<file path="config.mk">
export PLATFORM = sky130hd
export DESIGN_NAME = kpi_top
export DESIGN_NICKNAME = d
export VERILOG_FILES = /design/src/verilog/kpi_pkg.sv /design/src/verilog/kpi_top.sv
export SDC_FILE = /design/constraint.sdc
export NUM_CORES = 1
export LEC_CHECK = 0
export BUFFER_PORTS_ARGS = -buffer_cell sky130_fd_sc_hd__buf_4
export CAP_MARGIN = 20
export CELL_PAD_IN_SITES_DETAIL_PLACEMENT = 0
export CELL_PAD_IN_SITES_GLOBAL_PLACEMENT = 1
export CORE_MARGIN = 3
export CORE_UTILIZATION = 38
export CTS_CLUSTER_SIZE = 28
export DETAILED_ROUTE_END_ITERATION = 8
export PLACE_DENSITY_LB_ADDON = 0.1
export SETUP_SLACK_MARGIN = 0.2
export SLEW_MARGIN = 25
export SYNTH_ARGS = -nofsm -noshare
export SYNTH_HDL_FRONTEND = slang
export SYNTH_SLANG_ARGS = --single-unit
</file>
<file path="constraint.sdc">
create_clock -name pclk -period 2.1 [get_ports pclk]
set_input_delay 0.105 -clock pclk [delete_from_list [all_inputs] [get_ports pclk]]
set_output_delay 0.105 -clock pclk [all_outputs]
set_load 0.02 [all_outputs]
</file>
<file path="src/verilog/kpi_pkg.sv">
// constants and types for the key pin interrupt block
package kpi_pkg;

  // pins, widths
  localparam int unsigned NUM_PINS = 4;
  localparam int unsigned REG_W    = 8;
  localparam int unsigned ADDR_W   = 12;
  localparam int unsigned DATA_W   = 32;

  // register byte offsets
  localparam logic [ADDR_W-1:0] OFS_STATUS_CTRL = 12'h000;
  localparam logic [ADDR_W-1:0] OFS_PIN_ENABLE  = 12'h004;
  localparam logic [ADDR_W-1:0] OFS_POLARITY    = 12'h008;

  // status and control field positions
  localparam int unsigned FLAG_BIT = 3;
  localparam int unsigned ACK_BIT  = 2;
  localparam int unsigned IE_BIT   = 1;
  localparam int unsigned MODE_BIT = 0;

  // values after reset
  localparam logic [REG_W-1:0]    RST_PIN_ENABLE = 8'h00;
  localparam logic [REG_W-1:0]    RST_POLARITY   = 8'h00;
  localparam logic [NUM_PINS-1:0] RST_SYNC       = 4'h0;
  localparam logic [DATA_W-1:0]   RST_PRDATA     = 32'h0000_0000;

  typedef enum logic {
    KPI_EDGE_ONLY,
    KPI_EDGE_LEVEL
  } kpi_detect_t;

  typedef struct packed {
    logic              psel;
    logic              penable;
    logic              pwrite;
    logic [ADDR_W-1:0] paddr;
    logic [DATA_W-1:0] pwdata;
  } kpi_apb_req_t;

  typedef struct packed {
    logic [DATA_W-1:0] prdata;
    logic              pready;
    logic              pslverr;
  } kpi_apb_rsp_t;

  typedef struct packed {
    logic [NUM_PINS-1:0] sync1;
    logic [NUM_PINS-1:0] sync2;
    logic [NUM_PINS-1:0] prev;
    logic                flag;
    logic                ie;
    kpi_detect_t         mode;
    logic [REG_W-1:0]    pin_en;
    logic [REG_W-1:0]    pol;
    kpi_apb_rsp_t        rsp;
    logic                irq;
    logic                wake;
  } kpi_state_t;

  localparam kpi_state_t KPI_STATE_RST = '{
    sync1:  RST_SYNC,
    sync2:  RST_SYNC,
    prev:   RST_SYNC,
    flag:   1'b0,
    ie:     1'b0,
    mode:   KPI_EDGE_ONLY,
    pin_en: RST_PIN_ENABLE,
    pol:    RST_POLARITY,
    rsp:    '{prdata: RST_PRDATA, pready: 1'b0, pslverr: 1'b0},
    irq:    1'b0,
    wake:   1'b0
  };

endpackage

</file>
<file path="src/verilog/kpi_top.sv">
// key pin interrupt block with apb register access
`timescale 1ns/1ps

module kpi_top
  import kpi_pkg::*;
(
  // clock and reset
  input  wire logic                pclk,
  input  wire logic                presetn,
  // register bus
  input  wire kpi_apb_req_t        apb_req,
  output kpi_apb_rsp_t             apb_rsp,
  // key pins, asynchronous
  input  wire logic [NUM_PINS-1:0] key_input_pin,
  // power mode status, on pclk
  input  wire logic                wait_mode,
  input  wire logic                light_stop,
  input  wire logic                deep_stop,
  // requests to the cpu and power control
  output logic                     key_irq,
  output logic                     wake_req
);

  kpi_state_t          st;
  kpi_state_t          nxt;
  logic [NUM_PINS-1:0] now_act;
  logic [NUM_PINS-1:0] edge_hit;
  logic                level_hit;
  logic                event_hit;
  logic                setup_ph;
  logic                done_ph;
  logic                wr_ctrl;
  logic                wr_en;
  logic                wr_pol;
  logic                ack_wr;
  logic                ack_ok;
  logic                addr_hit;
  logic [REG_W-1:0]    rd_byte;

  // pin evaluation; pins above NUM_PINS have no pad, so their
  // enable and polarity bits are storage only
  for (genvar i = 0; i < NUM_PINS; i++) begin : g_pin
    // asserted when enabled and its synced level equals its polarity bit
    assign now_act[i]  = st.pin_en[i] & (st.sync2[i] == st.pol[i]);
    // deasserted last cycle, asserted now
    assign edge_hit[i] = now_act[i] & (st.prev[i] != st.pol[i]);
  end

  // run, wait and light stop all share this path
  assign level_hit = (st.mode == KPI_EDGE_LEVEL) & (|now_act);
  assign event_hit = (|edge_hit) | level_hit;

  // bus phases; pready is high only in the access cycle
  assign setup_ph = apb_req.psel & ~apb_req.penable;
  assign done_ph  = apb_req.psel & apb_req.penable & st.rsp.pready;

  assign wr_ctrl = done_ph & apb_req.pwrite & (apb_req.paddr == OFS_STATUS_CTRL);
  assign wr_en   = done_ph & apb_req.pwrite & (apb_req.paddr == OFS_PIN_ENABLE);
  assign wr_pol  = done_ph & apb_req.pwrite & (apb_req.paddr == OFS_POLARITY);

  assign ack_wr = wr_ctrl & apb_req.pwdata[ACK_BIT];
  // in edge-level mode an asserted pin blocks the clear
  assign ack_ok = ack_wr & ((st.mode == KPI_EDGE_ONLY) | ~(|now_act));

  assign addr_hit = (apb_req.paddr == OFS_STATUS_CTRL) |
                    (apb_req.paddr == OFS_PIN_ENABLE) |
                    (apb_req.paddr == OFS_POLARITY);

  // read mux
  always_comb begin
    rd_byte = '0;
    case (apb_req.paddr)
      OFS_STATUS_CTRL: begin
        // upper nibble and ack always read zero
        rd_byte[FLAG_BIT] = st.flag;
        rd_byte[IE_BIT]   = st.ie;
        rd_byte[MODE_BIT] = (st.mode == KPI_EDGE_LEVEL);
      end
      OFS_PIN_ENABLE: begin
        rd_byte = st.pin_en;
      end
      OFS_POLARITY: begin
        rd_byte = st.pol;
      end
      default: begin
        rd_byte = '0;
      end
    endcase
  end

  always_comb begin
    nxt = st;
    // two-stage synchroniser, then one more stage for edge history
    nxt.sync1 = key_input_pin;
    nxt.sync2 = st.sync1;
    nxt.prev  = st.sync2;

    // answer one cycle after setup, zero wait states
    nxt.rsp.pready  = 1'b0;
    nxt.rsp.pslverr = 1'b0;
    if (setup_ph) begin
      nxt.rsp.pready  = 1'b1;
      nxt.rsp.pslverr = ~addr_hit;
      nxt.rsp.prdata  = {{(DATA_W - REG_W){1'b0}}, rd_byte};
    end

    // flag bit in the write data is ignored
    if (wr_ctrl) begin
      nxt.ie   = apb_req.pwdata[IE_BIT];
      nxt.mode = apb_req.pwdata[MODE_BIT] ? KPI_EDGE_LEVEL : KPI_EDGE_ONLY;
    end
    if (wr_en) begin
      nxt.pin_en = apb_req.pwdata[REG_W-1:0];
    end
    if (wr_pol) begin
      nxt.pol = apb_req.pwdata[REG_W-1:0];
    end

    // a new event in the ack cycle keeps the flag set
    nxt.flag = event_hit | (st.flag & ~ack_ok);

    nxt.irq  = nxt.flag & nxt.ie;
    // clock must keep running in light stop; no async path here
    nxt.wake = nxt.irq & (wait_mode | light_stop);

    // deeper stop wipes everything, the bus side included
    if (deep_stop) begin
      nxt = KPI_STATE_RST;
    end
  end

  always_ff @(posedge pclk or negedge presetn) begin
    if (!presetn) begin
      st <= KPI_STATE_RST;
    end else begin
      st <= nxt;
    end
  end

  assign apb_rsp  = st.rsp;
  assign key_irq  = st.irq;
  assign wake_req = st.wake;

  logic rd_ctrl_done;
  assign rd_ctrl_done = done_ph & ~apb_req.pwrite &
                        (apb_req.paddr == OFS_STATUS_CTRL);
endmodule

</file>
# Word level (Yosys, flattened, before mapping)
# Cells that the tools add are included.
classes:
  n_bitwise: 32
  eq_ne: 10
  div: 0
  mux: 10
  n_reduce_logical: 7
  shift: 0
  multipliers: 0
  add_sub_neg: 0
  n_lt_le_gt_ge: 0
op_table:
  columns: ["operator", "count"]
  rows:
  - ["67-bit 2-to-1 mux", 1]
  - ["34-bit 2-to-1 mux", 1]
  - ["1-bit AND", 21]
  - ["8-bit 2-to-1 mux", 2]
  - ["12-bit by 3-bit equality test with 1-bit output, second input constant", 1]
  - ["12-bit by 4-bit equality test with 1-bit output, second input constant", 1]
  - ["12-bit zero test", 1]
  - ["4-bit case mux with 2 select lines", 1]
  - ["2-bit nonzero test", 4]
  - ["4-bit OR reduction", 2]
  - ["1-bit bitwise OR", 6]
  - ["2-bit case mux with 3 select lines", 1]
  - ["1-bit inverter", 5]
  - ["1-bit equality test", 4]
  - ["1-bit inequality test", 4]
  - ["1-bit case mux with 3 select lines", 1]
  - ["2-bit 2-to-1 mux", 1]
  - ["1-bit case mux with 2 select lines", 1]
  - ["1-bit 2-to-1 mux", 1]
totals:
  romBits: 0
  inputBits: 56
  register_bits: 67
  memories: 0
  out_inout_bits: 36
  latch_bits: 0
  ram_bits: 0
  word_cells: 72

# Depth between registers and ports, before layout
logic_depth:
  depth_word: 12
  ltp_mapped: 6

# Worst setup path after synthesis
# Ideal clock, no wire load.
synth_path:
  path_type: "input port to flip-flop"
  from: "input apb_req[37] (netlist bit)"
  to: "register st[44] (netlist bit)"
  path_slack_ps: 674
  path_stages: 6
  n_path_buf: 1
  t_arrival_ps: 1294
  path_cell_list: "nor4_2 > nand2_2 > or3_1 > buf_4 > mux2i_1 > nor2_1"
synth_via:
  elab_chain_cells: 3
synth_rtl:
  columns: ["element", "line", "text"]
  rows:
  - ["start, declared", "kpi_top.sv:11", "input wire kpi_apb_req_t apb_req,"]
  - ["12-bit by 3-bit equality test with 1-bit output", "kpi_top.sv:58", "assign wr_en = done_ph & apb_req.pwrite & (apb_req.paddr == OFS_PIN_ENABLE);"]
  - ["1-bit AND", "kpi_top.sv:58", null]
  - ["2-bit nonzero test (no source line)", null, null]
  - ["end signal, assigned", "kpi_top.sv:136", "st <= nxt;"]
  - ["end, declared", "kpi_top.sv:24", "kpi_state_t st;"]
# No other way between the ends.
# A chain may end at the register's enable or synchronous reset.

# Worst setup path after layout
layout_path:
  from: "input apb_req[41] (netlist bit)"
  to: "register st[51] (netlist bit)"
# Same word-level chain as after synthesis.

==> results.py <==
metrics = {
    "cts": {
        "clock-root-buffer": "clkbuf_8",
        "clock_path_buffers": 2,
        "postCtsSetupBuffers": 0,
        "clk_latency_ps": 300,
        "numCtsBuffers": 5,
        "cts_tree": "built",
        "post_cts_resize_count": 0,
        "cts_sinks": 43,
        "htreeDepth": 2,
        "clkSlewWorstSetupHoldPaths_ps": 70,
    },
    "finish": {
        "syn_to_final_growth_pct": 15.4,
        "drive_above_1_share_pct": 23.2,
        "antenna_cells": 0,
        "nNetsFinal": 296,
        "filler_cell_count": 525,
        "final_util_pct": 47.1,
    },
    "synthesis": {
        "ys_ff_latch": 43,
        "synth_edf_count": 0,
        "seq_area_frac_synth_pct": 49.7,
        "postSynth.asyncResetShare_pct": 100,
        "synthCells": 204,
        "yosys_most_used_dff": "dfrtp_1",
        "synth_top_area_cell": "dfrtp_1",
        "syn_area_um2": 2160,
        "ys_top_cells_by_area": "dfrtp_1 50%, buf_4 12%, mux2i_1 8.3%",
        "yosys_warnings": 0,
        "yosysTopAreaCellShare_pct": 49.7,
        "ys_types": 31,
        "syn_avg_cell_area_um2": 10.6,
    },
    "timing": {
        "rsz0062_at_grt": "no",
        "layout_min_cycle_time_ps": 1510,
        "max_freq_mhz": 662,
        "tightest_slew_ps": 652,
        "hold_viol": 0,
        "setup_tns_ps": 0,
        "setup_violations": 0,
        "fin_skew_ps": 10.6,
        "finalCritPeriodShare_pct": 71.9,
        "slew_violations": 0,
        "slew-limit-headroom_pct": 56.5,
    },
    "placed_design": {
        "dp_hpwl_um": 3290,
        "place_congestion": 0.780,
        "port-buffer-count": 43,
    },
    "global_route": {
        "antenna_found_initial": 0,
        "grt_pass1_wl_um": 7220,
        "grt_max_degree": 44,
        "grt_util_all_layers_pct": 14.6,
        "grt_pass1_vias": 1526,
        "overflow": 0,
    },
    "floorplan": {
        "rows": 26,
        "die_y_um": 81.5,
        "fp.dieW_um": 81.5,
        "start_util_pct": 40.8,
        "core_area_um2": 5300,
        "die_area_um2": 6640,
        "io_pins": 92,
    },
    "setup_path": {
        "cp_cell_sequence": "buf_4 -> nor4_2 -> nand2_2 -> or3_1 -> mux2i_1 -> nor2_1",
        "worstPathBufferInverterCount": 1,
        "endpoint_kind": "flop",
        "worstSetupStartpointType": "input port",
        "cp_top_family": "simple AND/OR/NAND/NOR gates",
        "path_max_fanout": 8,
        "arrival_ps": 1670,
        "worst_path_max_delay_cell": "or3_1",
        "crit_type": "input port to flop",
        "slowest_delay_ps": 630,
        "crit_required_ps": 2260,
    },
    "power_and_ir_drop": {
        "power.density_nw_per_um2": 627,
        "ir_drop_mv": 0.308,
        "p_leak_nw": 1.29,
    },
    "routing": {
        "vias_per_cell": 4.83,
        "dr.pass1.iters": 4,
        "drc": 0,
        "routed_wl_um": 4450,
        "wire_per_inst_um": 14.3,
        "dr.first_iter.drc_count": 97,
        "vias": 1503,
        "antenna_left": 0,
    },
    "flow_run": {
        "drv_cap": 0,
    },
    "status": {
        "outcome": "completed",
    },
    "min_path": {
        "hp-class": "input port to flop",
    },
}
## flip-flops by register name, indices dropped and copies added (netlist names)
register	flops
st	31
apb_rsp	10
key_irq	1
wake_req	1
## cells in the final DEF, fill, tap and decap left out, types with 2 or more instances in the layout
cell,instances
nand2b_1,3
nand2_1,9
clkbuf_8,7
conb_1,24
mux2i_1,18
nor2b_1,12
o22ai_1,3
xnor2_1,4
o2bb2ai_1,3
inv_1,3
dfrtp_1,43
or3_1,2
nor4_2,2
nor4_1,2
a22oi_1,9
a22o_1,5
nor3_1,2
nor2_1,23
buf_4,45
o21ai_0,7
nand4_1,2
and2_1,2
and4_1,2
## cell usage after synthesis, types with 2 or more instances
master and count:
a22o_1 5, a22oi_1 9, and2_1 2, and4_1 2, buf_4 35, clkbuf_1 4
dfrtp_1 43, inv_1 3, mux2i_1 18, nand2_1 9, nand2b_1 3, nand4_1 2
nor2_1 23, nor2b_1 12, nor3_1 2, nor4_1 2, nor4_2 2, o21ai_0 7
o22ai_1 3, o2bb2ai_1 3, or3_1 2, xnor2_1 4
## worst paths after layout
check | startpoint | end | slack (ps) | cells past startpoint
worst max-delay path | apb_req[41] | st[51] | 590 | 6
worst min-delay path | key_input_pin[0] | st[63] | 30 | 2
worst max register to register | apb_rsp[1] | st[51] | 600 | 4
worst min register to register | st[64] | st[60] | 460 | 1
max in group asynchronous | presetn | apb_rsp[6] | 1390 | 2
min in group asynchronous | presetn | st[54] | 340 | 2
## area by class of cell
class,instances,area [um2],share of cell area (%)
inverter,3,11.3,0.451
clock buffer,8,100,4.01
timing repair buffer,46,348,13.9
multi-input combinational,141,875,35.0
sequential,43,1080,43.1
tap,70,87.6,3.51
## routing by layer
| layer | track usage [%] | wire length (um) | part of all wire [%] |
|---|---|---|---|
| met2 | 23.0 | 2150 | 48 |
| met4 | 7.77 | 155 | 3.5 |
| met1 | 18.4 | 1830 | 41 |
| met5 | 0 | 0 | 0 |
| met3 | 3.73 | 306 | 6.9 |
## power breakdown
group          internal (mW)  switching [mW]
Sequential             0.837         0.00540
Clock                  0.300           0.272
Combinational         0.0535          0.0962
## stage by stage
stage / instance area (um2) / cells / hold WS, ps / worst slack, ps / total power, mW
2_1_floorplan: 2250 / 227 / -191 / 674 / 0.964
3_3_place_gp: 2390 / 302 / 122 / 303 / 1.00
3_5_place_dp: 2390 / 302 / 131 / 236 / 1.01
4_1_cts: 2500 / 311 / 21.6 / 553 / 1.59
5_1_grt: 2500 / 311 / 46.8 / 453 / 1.64
6_report: 2500 / 311 / 31.3 / 590 / 1.57
## kinds of logic after synthesis
family	after synthesis	synth area share, %
mux	18	8.32
xor+xnor	5	2.02
buf+inv	43	13.9
flops	43	49.7
other cells	1	0.173
compound gates	30	10.2
simple gates	64	15.7
## what timing repair did
action | 4_1_cts | 5_1_grt
hold buffers | 1 | 0
hold endpoints to repair | 43 | 0
endpoints found under the setup margin | 0 | 0
No activity file was read; power rests on OpenSTA's default activity.
